==> src/hdl/rmi_pkg.sv <==
// Overview of operation
// - Single-word move copies file register to W (d=0) or back to itself; sets N, Z.
// - Single-word move register field is an offset inside one 256-byte bank.
// - Access bit 0 selects access bank; 1 uses bank select register for bank.
// - Access bit 0, extended set on, field at most 95: indexed literal offset.
// - Two-word move: prefix 1100 source, prefix 1111 destination, flags untouched.
// - Two-word move source may be any address 000h to FFFh; destination any except FF9h and FFDh to FFFh.
// - Working register may be source or destination of the two-word move.
// - Two-word move reads source in cycle 1 phase 2, writes in cycle 2 phase 4.
package rmi_pkg;

   // Register byte offsets on the APB side
   localparam logic [7:0] ADDR_INSTR = 8'h00;
   localparam logic [7:0] ADDR_INSTR2 = 8'h04;
   localparam logic [7:0] ADDR_CTRL = 8'h08;
   localparam logic [7:0] ADDR_BANK = 8'h0C;
   localparam logic [7:0] ADDR_WREG = 8'h10;
   localparam logic [7:0] ADDR_STATUS = 8'h14;
   localparam logic [7:0] ADDR_FSR2 = 8'h18;

   // Field positions inside the STATUS and CTRL registers
   localparam int STAT_BUSY = 0;
   localparam int STAT_ZERO = 1;
   localparam int STAT_NEG = 2;
   localparam int STAT_BADDST = 3;
   localparam int CTRL_EXT = 0;

   // Values after reset
   localparam logic [15:0] RST_WORD = 16'h0000;
   localparam logic [11:0] RST_ADDR = 12'h000;
   localparam logic [7:0] RST_BYTE = 8'h00;
   localparam logic [3:0] RST_BANK = 4'h0;

   // Instruction encodings
   localparam logic [5:0] OPC_MOVE_FILE = 6'h14;
   localparam logic [3:0] PFX_SRC = 4'hC;
   localparam logic [3:0] PFX_DST = 4'hF;
   localparam logic [7:0] ACCESS_LIMIT = 8'h5F;
   localparam logic [3:0] ACCESS_HI_BANK = 4'hF;

   // Special data-space locations
   localparam logic [11:0] LOC_WREG = 12'hFE8;
   localparam logic [11:0] LOC_PC_LOW = 12'hFF9;
   localparam logic [11:0] LOC_TOS_UPPER = 12'hFFF;
   localparam logic [11:0] LOC_TOS_HIGH = 12'hFFE;
   localparam logic [11:0] LOC_TOS_LOW = 12'hFFD;

   // Four-phase instruction cycle, Gray along Q1..Q4
   typedef enum logic [2:0] {
      RMI_IDLE = 3'h0,
      RMI_Q1 = 3'h1,
      RMI_Q2 = 3'h3,
      RMI_Q3 = 3'h2,
      RMI_Q4 = 3'h6
   } rmi_phase_t;

   // Working register is mapped into the data space
   function automatic logic rmi_is_wreg(input logic [11:0] loc);
      rmi_is_wreg = (loc == LOC_WREG);
   endfunction

   // Locations the two-word move may not write
   function automatic logic rmi_is_protected(input logic [11:0] loc);
      rmi_is_protected = (loc == LOC_PC_LOW) || (loc == LOC_TOS_UPPER) ||
                         (loc == LOC_TOS_HIGH) || (loc == LOC_TOS_LOW);
   endfunction

endpackage

==> src/hdl/rmi_dec_if.sv <==
`timescale 1ns/1ps
interface rmi_dec_if;
   logic [15:0] instr;
   logic [15:0] instr2;
   logic ext_en;
   logic [3:0] bank;
   logic [11:0] fsr2;
   logic is_move_file;
   logic is_move_rr;
   logic dir_file;
   logic [11:0] src_loc;
   logic [11:0] dst_loc;
   logic src_is_w;
   logic dst_is_w;
   logic bad_dst;

   modport dec (
      input instr, instr2, ext_en, bank, fsr2,
      output is_move_file, is_move_rr, dir_file, src_loc, dst_loc, src_is_w, dst_is_w,
      bad_dst
   );
   modport core (
      output instr, instr2, ext_en, bank, fsr2,
      input is_move_file, is_move_rr, dir_file, src_loc, dst_loc, src_is_w, dst_is_w,
      bad_dst
   );
endinterface

==> src/hdl/rmi_core.sv <==
`timescale 1ns/1ps
module rmi_core (
   // Clock and reset
   input wire logic sys_clk,
   input wire logic rst,
   // APB slave
   input wire logic psel,
   input wire logic penable,
   input wire logic pwrite,
   input wire logic [7:0] paddr,
   input wire logic [31:0] pwdata,
   output logic [31:0] prdata,
   output logic pready,
   output logic pslverr,
   // Data memory port, read data one cycle after mem_re
   output logic [11:0] mem_addr,
   output logic mem_re,
   output logic mem_we,
   output logic [7:0] mem_wdata,
   input wire logic [7:0] mem_rdata
);
   import rmi_pkg::*;

   rmi_dec_if dif ();
   rmi_decode u_dec (.d(dif));

   rmi_phase_t phase_reg, phase_next;
   logic cyc2_reg, cyc2_next;
   logic [15:0] instr_reg, instr_next;
   logic [15:0] instr2_reg, instr2_next;
   logic ext_reg, ext_next;
   logic [3:0] bank_reg, bank_next;
   logic [11:0] fsr2_reg, fsr2_next;
   logic [7:0] w_reg, w_next;
   logic n_reg, n_next;
   logic z_reg, z_next;
   logic bad_reg, bad_next;
   logic [7:0] data_reg, data_next;
   logic [11:0] mem_addr_reg, mem_addr_next;
   logic mem_re_reg, mem_re_next;
   logic mem_we_reg, mem_we_next;
   logic [7:0] mem_wdata_reg, mem_wdata_next;
   logic [31:0] prdata_reg, prdata_next;
   logic pready_reg, pready_next;
   logic pslverr_reg, pslverr_next;
   logic [7:0] src_val;
   logic busy;
   logic setup;
   logic wr_take;
   logic mapped;

   assign dif.instr = instr_reg;
   assign dif.instr2 = instr2_reg;
   assign dif.ext_en = ext_reg;
   assign dif.bank = bank_reg;
   assign dif.fsr2 = fsr2_reg;

   assign prdata = prdata_reg;
   assign pready = pready_reg;
   assign pslverr = pslverr_reg;
   assign mem_addr = mem_addr_reg;
   assign mem_re = mem_re_reg;
   assign mem_we = mem_we_reg;
   assign mem_wdata = mem_wdata_reg;

   // Bus qualifiers; writes land only at the accepting edge
   // Source byte as it stands in Q3; data_reg only catches it at the end of Q3
   assign src_val = dif.src_is_w ? w_reg : mem_rdata;
   assign busy = (phase_reg != RMI_IDLE);
   assign setup = psel && !penable;
   assign wr_take = psel && penable && pready_reg && pwrite;
   assign mapped = (paddr == ADDR_INSTR) || (paddr == ADDR_INSTR2) || (paddr == ADDR_CTRL) ||
                   (paddr == ADDR_BANK) || (paddr == ADDR_WREG) ||
                   (paddr == ADDR_STATUS) || (paddr == ADDR_FSR2);

   // APB answer: prepared in setup, shown in the access cycle, no wait states
   always_comb begin
      pready_next = setup;
      pslverr_next = 1'b0;
      prdata_next = 32'h0000_0000;
      if (setup) begin
         // Config writes while executing would tear an instruction, so refuse them
         pslverr_next = !mapped || (pwrite && busy && paddr != ADDR_STATUS);
         if (!pwrite) begin
            case (paddr)
               ADDR_INSTR: prdata_next = {16'h0000, instr_reg};
               ADDR_INSTR2: prdata_next = {16'h0000, instr2_reg};
               ADDR_CTRL: prdata_next = {31'h0, ext_reg};
               ADDR_BANK: prdata_next = {28'h000_0000, bank_reg};
               ADDR_WREG: prdata_next = {24'h00_0000, w_reg};
               ADDR_STATUS: prdata_next = {28'h000_0000, bad_reg, n_reg, z_reg, busy};
               ADDR_FSR2: prdata_next = {20'h0_0000, fsr2_reg};
               default: prdata_next = 32'h0000_0000;
            endcase
         end
      end
   end

   // Instruction sequencer and architectural state
   always_comb begin
      phase_next = phase_reg;
      cyc2_next = cyc2_reg;
      instr_next = instr_reg;
      instr2_next = instr2_reg;
      ext_next = ext_reg;
      bank_next = bank_reg;
      fsr2_next = fsr2_reg;
      w_next = w_reg;
      n_next = n_reg;
      z_next = z_reg;
      bad_next = bad_reg;
      data_next = data_reg;
      mem_addr_next = mem_addr_reg;
      mem_re_next = 1'b0;
      mem_we_next = 1'b0;
      mem_wdata_next = mem_wdata_reg;
      case (phase_reg)
         RMI_IDLE: begin
            // Software issues an instruction by writing INSTR
            if (wr_take) begin
               case (paddr)
                  ADDR_INSTR: begin
                     instr_next = pwdata[15:0];
                     phase_next = RMI_Q1;
                     cyc2_next = 1'b0;
                     bad_next = 1'b0;
                  end
                  ADDR_INSTR2: instr2_next = pwdata[15:0];
                  ADDR_CTRL: ext_next = pwdata[CTRL_EXT];
                  ADDR_BANK: bank_next = pwdata[3:0];
                  ADDR_WREG: w_next = pwdata[7:0];
                  ADDR_FSR2: fsr2_next = pwdata[11:0];
                  default: ;
               endcase
            end
         end
         RMI_Q1: begin
            // Decode; source read goes out in Q2 of the first cycle
            phase_next = RMI_Q2;
            if (!cyc2_reg && (dif.is_move_file || dif.is_move_rr) && !dif.src_is_w) begin
               mem_re_next = 1'b1;
               mem_addr_next = dif.src_loc;
            end
         end
         RMI_Q2: begin
            // Second cycle of the two-word move does no dummy read
            phase_next = RMI_Q3;
         end
         RMI_Q3: begin
            phase_next = RMI_Q4;
            if (!cyc2_reg) begin
               data_next = src_val;
            end
            // Memory write is staged so it lands in Q4; write-back takes the fresh byte
            if (dif.is_move_file && dif.dir_file && !dif.dst_is_w) begin
               mem_we_next = 1'b1;
               mem_addr_next = dif.dst_loc;
               mem_wdata_next = src_val;
            end else if (dif.is_move_rr && cyc2_reg && !dif.dst_is_w && !dif.bad_dst) begin
               mem_we_next = 1'b1;
               mem_addr_next = dif.dst_loc;
               mem_wdata_next = data_reg;
            end
         end
         RMI_Q4: begin
            phase_next = RMI_IDLE;
            if (dif.is_move_file) begin
               n_next = data_reg[7];
               z_next = (data_reg == RST_BYTE);
               if (!dif.dir_file || dif.dst_is_w) begin
                  w_next = data_reg;
               end
            end else if (dif.is_move_rr && !cyc2_reg) begin
               phase_next = RMI_Q1;
               cyc2_next = 1'b1;
            end else if (dif.is_move_rr) begin
               bad_next = dif.bad_dst;
               if (dif.dst_is_w) begin
                  w_next = data_reg;
               end
            end
         end
         default: phase_next = RMI_IDLE;
      endcase
   end

   // Registers only; synchronous reset
   always_ff @(posedge sys_clk) begin
      if (rst) begin
         phase_reg <= RMI_IDLE;
         cyc2_reg <= 1'b0;
         instr_reg <= RST_WORD;
         instr2_reg <= RST_WORD;
         ext_reg <= 1'b0;
         bank_reg <= RST_BANK;
         fsr2_reg <= RST_ADDR;
         w_reg <= RST_BYTE;
         n_reg <= 1'b0;
         z_reg <= 1'b0;
         bad_reg <= 1'b0;
         data_reg <= RST_BYTE;
         mem_addr_reg <= RST_ADDR;
         mem_re_reg <= 1'b0;
         mem_we_reg <= 1'b0;
         mem_wdata_reg <= RST_BYTE;
         prdata_reg <= 32'h0000_0000;
         pready_reg <= 1'b0;
         pslverr_reg <= 1'b0;
      end else begin
         phase_reg <= phase_next;
         cyc2_reg <= cyc2_next;
         instr_reg <= instr_next;
         instr2_reg <= instr2_next;
         ext_reg <= ext_next;
         bank_reg <= bank_next;
         fsr2_reg <= fsr2_next;
         w_reg <= w_next;
         n_reg <= n_next;
         z_reg <= z_next;
         bad_reg <= bad_next;
         data_reg <= data_next;
         mem_addr_reg <= mem_addr_next;
         mem_re_reg <= mem_re_next;
         mem_we_reg <= mem_we_next;
         mem_wdata_reg <= mem_wdata_next;
         prdata_reg <= prdata_next;
         pready_reg <= pready_next;
         pslverr_reg <= pslverr_next;
      end
   end
endmodule

==> src/hdl/rmi_decode.sv <==
`timescale 1ns/1ps
module rmi_decode (
   // Decoder side of the carrier
   rmi_dec_if.dec d
);
   import rmi_pkg::*;

   logic [7:0] f;
   logic acc;
   logic [11:0] banked;

   // Field split and opcode match
   always_comb begin
      f = d.instr[7:0];
      acc = d.instr[8];
      d.dir_file = d.instr[9];
      d.is_move_file = (d.instr[15:10] == OPC_MOVE_FILE);
      d.is_move_rr = (d.instr[15:12] == PFX_SRC) && (d.instr2[15:12] == PFX_DST);
   end

   // Single-word address: an 8-bit offset into one bank, or added to FSR2 when indexed
   always_comb begin
      if (acc) begin
         banked = {d.bank, f};
      end else if (f <= ACCESS_LIMIT && d.ext_en) begin
         banked = 12'(d.fsr2 + {4'h0, f});
      end else if (f <= ACCESS_LIMIT) begin
         banked = {4'h0, f};
      end else begin
         banked = {ACCESS_HI_BANK, f};
      end
   end

   // Full 12-bit locations for the two-word move
   always_comb begin
      d.src_loc = d.is_move_rr ? d.instr[11:0] : banked;
      d.dst_loc = d.is_move_rr ? d.instr2[11:0] : banked;
      d.src_is_w = rmi_is_wreg(d.src_loc);
      d.dst_is_w = rmi_is_wreg(d.dst_loc);
      d.bad_dst = d.is_move_rr && rmi_is_protected(d.dst_loc);
   end
endmodule

==> config.mk <==
export PLATFORM = sky130hd
export DESIGN_NAME = rmi_core
export DESIGN_NICKNAME = d
export VERILOG_FILES = /design/src/hdl/rmi_pkg.sv /design/src/hdl/rmi_dec_if.sv /design/src/hdl/rmi_core.sv /design/src/hdl/rmi_decode.sv
export SDC_FILE = /design/constraint.sdc
export NUM_CORES = 1
export LEC_CHECK = 0
export ABC_CLOCK_PERIOD_IN_PS = 4500
export BUFFER_PORTS_ARGS = -buffer_cell sky130_fd_sc_hd__buf_2
export CAP_MARGIN = 5
export CORE_MARGIN = 5
export CORE_UTILIZATION = 57
export CTS_CLUSTER_SIZE = 28
export DETAILED_ROUTE_END_ITERATION = 8
export MAX_ROUTING_LAYER = met4
export PLACE_DENSITY_LB_ADDON = 0.05
export SLEW_MARGIN = 20
export SYNTH_ARGS = -nofsm -noshare
export SYNTH_HDL_FRONTEND = slang
export SYNTH_HIERARCHICAL = 1
export SYNTH_SLANG_ARGS = --single-unit
==> constraint.sdc <==
create_clock -name sys_clk -period 4.5 [get_ports sys_clk]
set_input_delay 0.45 -clock sys_clk [delete_from_list [all_inputs] [get_ports sys_clk]]
set_output_delay 0.45 -clock sys_clk [all_outputs]
set_load 0.01 [all_outputs]
==> results.md, run 1 <==
* MaxCap Viol Count at 0
* Post-CTS Setup Inserts at 0
* Final nets at roughly 860
* Pwr Density at 296 nW/um^2
* First-pass GRT wire length at ~30000 um
* Initial Util at 0.577
* Filler cells at roughly 1000
* CTS Buf Count at 9
* Resized Gates After CTS at 0
* Drt first pass iters at 5
* Commonest cells after routing, fill and taps aside: dfxtp_1, buf_2, a21oi_1
* Cells after synthesis at 758
* Boundary Pins at around 110
* Pins Over Slew Limit at 0
* Clock buffer depth at 2
* Final setup violation count at 0
* # rows at 38
* GRT Residual Overflow at 0
* Critical Path End Type: flip-flop
* Number of routed nets with antenna violations at 0
* Final Util at 0.630
* Largest net degree at the start of global routing at 95
* F_max at between 200 and 250 MHz
* Post-Route Skew at around 0.010 ns
* Die Ht at approximately 110 um
* Die Width at between 100 and 150 um
* Register area share after synthesis at 0.362
* Vias in the first global route at approximately 5600
* Clk root buf: clkbuf_8
* Die Area at around 13000 sq um
* LEAKAGE at roughly 2.5 nW
* Clock sink count at roughly 110
* Hold_ws at roughly 0.29 ns
* Initial antenna violation count at 0
* Clk pin slew, worst setup/hold paths at 0.11 ns
* Post-route cell area at slightly below 7000 sq um
* Initial DRC count at between 600 and 700
* Placeable Area at between 10000 and 15000 sq um
* Yosys reg bits at between 100 and 150
* Hold Fails Final Rpt at 0
* RSZ-0062 raised after global routing: false
* Setup_tns at 0 ns
* Slew at the pin closest to its max-slew limit at between 1 and 1.5 ns
* Peak supply drop at around 0.3 mV
* CP max FO at 9
* Routability Congestion at 0.933
* Synth Flop Type: dfxtp_1
* Ys async rst share at 0
* Layout cells sized above 1 at 0.180
* Post-Syn Area per Cell at a little over 8 sq um
* Cell taking the most area after synthesis: dfxtp_1
* Worst Path Arrival at ~4.3 ns
* Dpl cell area at approximately 6500 sq um
* EDFF count, synth at 0
* Final min period at a little over 4 ns
* Routed length per instance at between 20 and 25 um
* CTS tree: built
* Top-area cell type share of the netlist area at 0.362
* GRT Total Usage at 0.302
* Ranking of synthesized cells by area: dfxtp_1, a21oi_1, a211oi_1
* Clock insertion delay at the later pin of the skew report at 0.40 ns
* Via density at between 6 and 7
* Area Overhead vs Synth at 9.10%
* Port Buf Inserts at 76
* Yosys warns at 6
* Drt drc at 0
* Critical path launch point type: flip-flop
* Antenna diodes at 0
* Routed via count at 6095
* Wirelength, routed at approximately 19000 um
* Worst endpoint required time at about 4.7 ns
* Final worst-path cycle share at 0.910
* # hold bufs at CTS at 0
* Yosys cell types at 77
* HPWL after DPL at about 14000 um
* Min-delay worst type: in -> reg
* Synthesized cell area at between 6000 and 7000 sq um
* Worst slew margin relative to its limit at 0.277
* WS Path Type: reg -> reg
* Outcome: complete, no violations
* H-tree depth at 3
* Commonest non-fill, non-tap cell in the layout: dfxtp_1
[worst paths after layout]
path	cells after the start	slack [ns]	endpoint	start
min reg2reg	2	0.46	mem_wdata[4]	mem_wdata[4]
max reg2reg	15	0.41	w_reg[6]	dif.instr[0]
max	15	0.41	w_reg[6]	dif.instr[0]
min	3	0.29	pready	psel
[synth_stat cells, types with 10 or more instances]
master and count:
a211oi_1 44, clkbuf_1 49, nand2_1 54, nor3_1 25, or3_1 10, o211ai_1 10
nand3_1 59, o21ai_0 60, dfxtp_1 112, nor2_1 40, mux2i_1 32, a22oi_1 17
buf_4 17, a21oi_1 74, inv_1 11
[layout make-up]
type                    instances  area (sq um)  area share
multi-input cells             574          3620       0.536
flip-flops and latches        112          2240       0.331
repair buffers                 86           455      0.0673
well taps                     140           175      0.0259
clock buffers                   9           124      0.0183
clock inverters                 7           100      0.0148
inverters                      12          45.0     0.00666
[power by group]
group | total (mW) | leakage, nW | internal (mW) | switching [mW]
clock | 0.685 | 0.115 | 0.320 | 0.366
combinational | 0.245 | 1.47 | 0.0867 | 0.158
sequential | 1.07 | 0.903 | 1.03 | 0.0440
[layer usage]
| layer | part of all wire | up-vias | track usage |
|---|---|---|---|
| li1 | - | 2845 | - |
| met1 | 0.44 | 2913 | 0.412 |
| met2 | 0.46 | 301 | 0.459 |
| met3 | 0.083 | 36 | 0.0492 |
| met4 | 0.022 | 0 | 0.0990 |
| met5 | 0 | - | - |
[per-stage QoR]
| stage | cells | setup WS, ns | total power [mW] |
|---|---|---|---|
| 6_report | 940 | 0.406 | 2.00 |
| 3_3_place_gp | 924 | 0.653 | 1.33 |
| 2_1_floorplan | 773 | 0.928 | 1.26 |
| 5_1_grt | 940 | 0.0283 | 2.08 |
| 3_5_place_dp | 924 | 0.538 | 1.33 |
| 4_1_cts | 940 | 0.487 | 2.00 |
[kinds of logic (layout without fill, tap and decap cells)]
| logic type | Yosys count | count (layout) | share of synthesized area |
|---|---|---|---|
| mux | 43 | 43 | 0.0759 |
| xor+xnor | 5 | 5 | 0.00706 |
| compound gates | 249 | 249 | 0.251 |
| other cells | 1 | 16 | 0.000605 |
| flops | 112 | 112 | 0.362 |
| simple gates | 252 | 252 | 0.217 |
| buf+inv | 87 | 114 | 0.0682 |
| fa+ha+maj | 9 | 9 | 0.0194 |
[worst max-delay path, cell delays in order, from the launching register on]
cell	delay, ns
dfxtp_1	0.46
ha_1	0.22
inv_1	0.06
fa_1	0.40
nor2b_1	0.19
o211ai_1	0.23
a21oi_1	0.23
nor3b_1	0.29
o32a_1	0.24
nand4_1	0.18
nor4b_2	0.50
inv_1	0.10
a211oi_1	0.23
buf_4	0.21
a21o_1	0.27
a211oi_1	0.13
(Power assumes the default switching activity.)
==> run 2: changes to the inputs <==
--- a/config.mk
+++ b/config.mk
@@ -12,6 +12,8 @@
 export CORE_UTILIZATION = 57
 export CTS_CLUSTER_SIZE = 28
 export DETAILED_ROUTE_END_ITERATION = 8
+export GPL_ROUTABILITY_DRIVEN = 0
+export GPL_TIMING_DRIVEN = 0
 export MAX_ROUTING_LAYER = met4
 export PLACE_DENSITY_LB_ADDON = 0.05
 export SLEW_MARGIN = 20
==> run 2 against run 1 <==
Against the previous run: via count rose by 7.9%; first-iteration DRC count rose by 26%; die area did not move; clock power fell by 7.0%; count of clock-buffer cells in the layout rose by 1; register-to-register slack got worse by 0.03 ns; flip-flop and latch count did not move; non-clock buffer count rose by 60; combinational power rose by 10%; hold slack improved by 0.0084 ns; routed wire length rose by 7.2%; worst setup slack got worse by 0.031 ns; critical endpoint is now mem_addr[11]; largest power group unchanged; highest routed layer unchanged.
==> results.md, run 2 (synthesis gave the netlist of run 1 again) <==
* R2r setup slk at 0.38 ns (-0.03 ns)
* Drt first pass iters at 6 (+1)
* Post-CTS Setup Inserts at 0 (unchanged)
* Final setup violation count at 0 (unchanged)
* Drt drc at 0 (unchanged)
* Port Buf Inserts at 72 (-5.3%)
* Peak supply drop at 0.234 mV (-21%)
* Post-route cell area at 7020 sq um (+3.8%)
* Initial DRC count at 872 (+26%)
* CTS tree: built
* Reg-to-Reg Start: dif.instr[5]
* Area Overhead vs Synth at 13.3%
* # hold bufs at CTS at 0 (unchanged)
* Clk root buf: clkbuf_8
* Area of the multi-input gates at 3620 sq um (unchanged)
* Vias in the first global route at 6088 (+8.3%)
* Antenna diodes at 0 (unchanged)
* Pins Over Slew Limit at 0 (unchanged)
* Routed via count at 6576 (+7.9%)
* RSZ-0062 raised after global routing: false
* Clock sink count at 112 (unchanged)
* Clock buffer depth at 2 (unchanged)
* Number of routed nets with antenna violations at 0 (unchanged)
* Die Width at 114 um (unchanged)
* Slew at the pin closest to its max-slew limit at 0.936 ns (-0.144 ns)
* Initial antenna violation count at 0 (unchanged)
* First-pass GRT wire length at 32300 um (+6.3%)
* Routed length per instance at 20.6 um (+0.81%)
* Clk pin slew, worst setup/hold paths at 0.11 ns (about the same)
* GRT Residual Overflow at 0 (unchanged)
* H-tree depth at 3 (unchanged)
* Outcome: complete, no violations
* GRT Total Usage at 0.324 (+0.0214)
* Die Ht at 114 um (unchanged)
* Via density at 6.58 (+1.4%)
* CTS Buf Count at 9 (unchanged)
* RR Endpoint: mem_addr[11]
* R2R cell count at 12 (-3)
* Die Area at 13100 sq um (unchanged)
* Worst slew margin relative to its limit at 0.371 (+0.0948)
* Final nets at 917 (+7.0%)
* Placeable Area at 10700 sq um (unchanged)
* Initial Util at 0.577 (unchanged)
* Filler cells at 955 (-2.7%)
* Critical path launch point type: flip-flop
* Dpl cell area at 6790 sq um (+4.0%)
* # rows at 38 (unchanged)
* F_max at 242 MHz (-0.75%)
* Commonest non-fill, non-tap cell in the layout: dfxtp_1
* Layout cells sized above 1 at 0.180 (+0.000233)
* Critical Path End Type: flip-flop
* CP max FO at 10 (+1)
* Setup_tns at 0 ns (unchanged)
* Critical Path End: mem_addr[11]
* Min-delay worst type: in -> reg
* LEAKAGE at 2.60 nW (+4.5%)
* Hold Fails Final Rpt at 0 (unchanged)
* Hold Startpoint: psel
* Post-Route Skew at 0.00879 ns (-0.00159 ns)
* Worst Path Arrival at 4.37 ns (+0.03 ns)
* Final Non-Filler Cells at 1000 (+6.4%)
* Final min period at 4.12 ns (+0.0310 ns)
* Register area at 2240 sq um (unchanged)
* Placed Cells incl. Taps at 985 (+6.6%)
* Pwr Density at 282 nW/um^2 (-4.8%)
* Wirelength, routed at 20600 um (+7.2%)
* WS Path Type: reg -> reg
* Boundary Pins at 109 (unchanged)
* Final worst-path cycle share at 0.917 (+0.00688)
* Clock insertion delay at the later pin of the skew report at 0.39 ns (about the same)
* Largest net degree at the start of global routing at 19 (-80%)
* Worst endpoint required time at 4.75 ns (about the same)
* Commonest cells after routing, fill and taps aside: dfxtp_1, buf_2, a21oi_1
* Worst setup path start: dif.instr[5]
* HPWL after DPL at 15700 um (+14%)
* MaxCap Viol Count at 0 (unchanged)
==> run 2: where the power goes <==
part	internal (mW)	total, mW	switching [mW]
registers	1.03	1.07	0.0445
clock network	0.276	0.637	0.361
logic	0.102	0.270	0.168
total	1.41	1.98	0.573
==> run 2: worst max-delay path, stage by stage, from the launching register on <==
cell and delay, ns:
dfxtp_1 0.63, ha_1 0.37, or3_1 0.42, a31oi_1 0.25, a21oi_1 0.09, nor3b_1 0.19, nor3_1 0.34, nor4b_1 0.11
and4_2 0.38, nor4_2 0.50, or2_2 0.22, clkbuf_1 0.34, a211oi_1 0.14
==> run 2: what timing repair did <==
action / CTS / global route
gates resized for setup: 0 / 3
endpoints found under the setup margin: 0 / 17
hold endpoints to repair: 0 / 0
==> run 2: worst min path at each step <==
stage / endpoint / depth (start not counted)
after CTS: pready / 3
after floorplan: n_reg / 2
after detailed placement: mem_wdata[1] / 2
final: pready / 3
after global routing: dif.instr[12] / 3
after global placement: mem_wdata[2] / 2
==> run 2: layout make-up <==
type / count / share of cell area
inverter: 12 / 0.00641
clock buffer: 10 / 0.0196
buffer: 74 / 0.0533
multi-input combinational: 574 / 0.516
sequential: 112 / 0.319
tap: 140 / 0.0249
clock inverter: 6 / 0.00944
timing repair buffer: 72 / 0.0513
==> run 2: per-layer routing <==
| metal | vias up | track usage | routed length [um] |
|---|---|---|---|
| met4 | 0 | 0.143 | 871 |
| met5 | - | - | 0 |
| li1 | 2969 | - | - |
| met1 | 3081 | 0.431 | 8320 |
| met3 | 88 | 0.0677 | 2400 |
| met2 | 438 | 0.474 | 9030 |
==> run 2: through the flow <==
stage | setup slack, ns | hold slack, ns | utilization | power (mW)
floorplan | 0.928 | 0.433 | - | 1.26
detailed placement | 0.0747 | 0.443 | 0.632 | 1.35
CTS | 0.0410 | 0.302 | 0.651 | 1.97
finish | 0.375 | 0.303 | 0.654 | 1.98
global route | 0.0752 | 0.304 | 0.654 | 2.07
global placement | 0.205 | 0.437 | 0.632 | 1.35
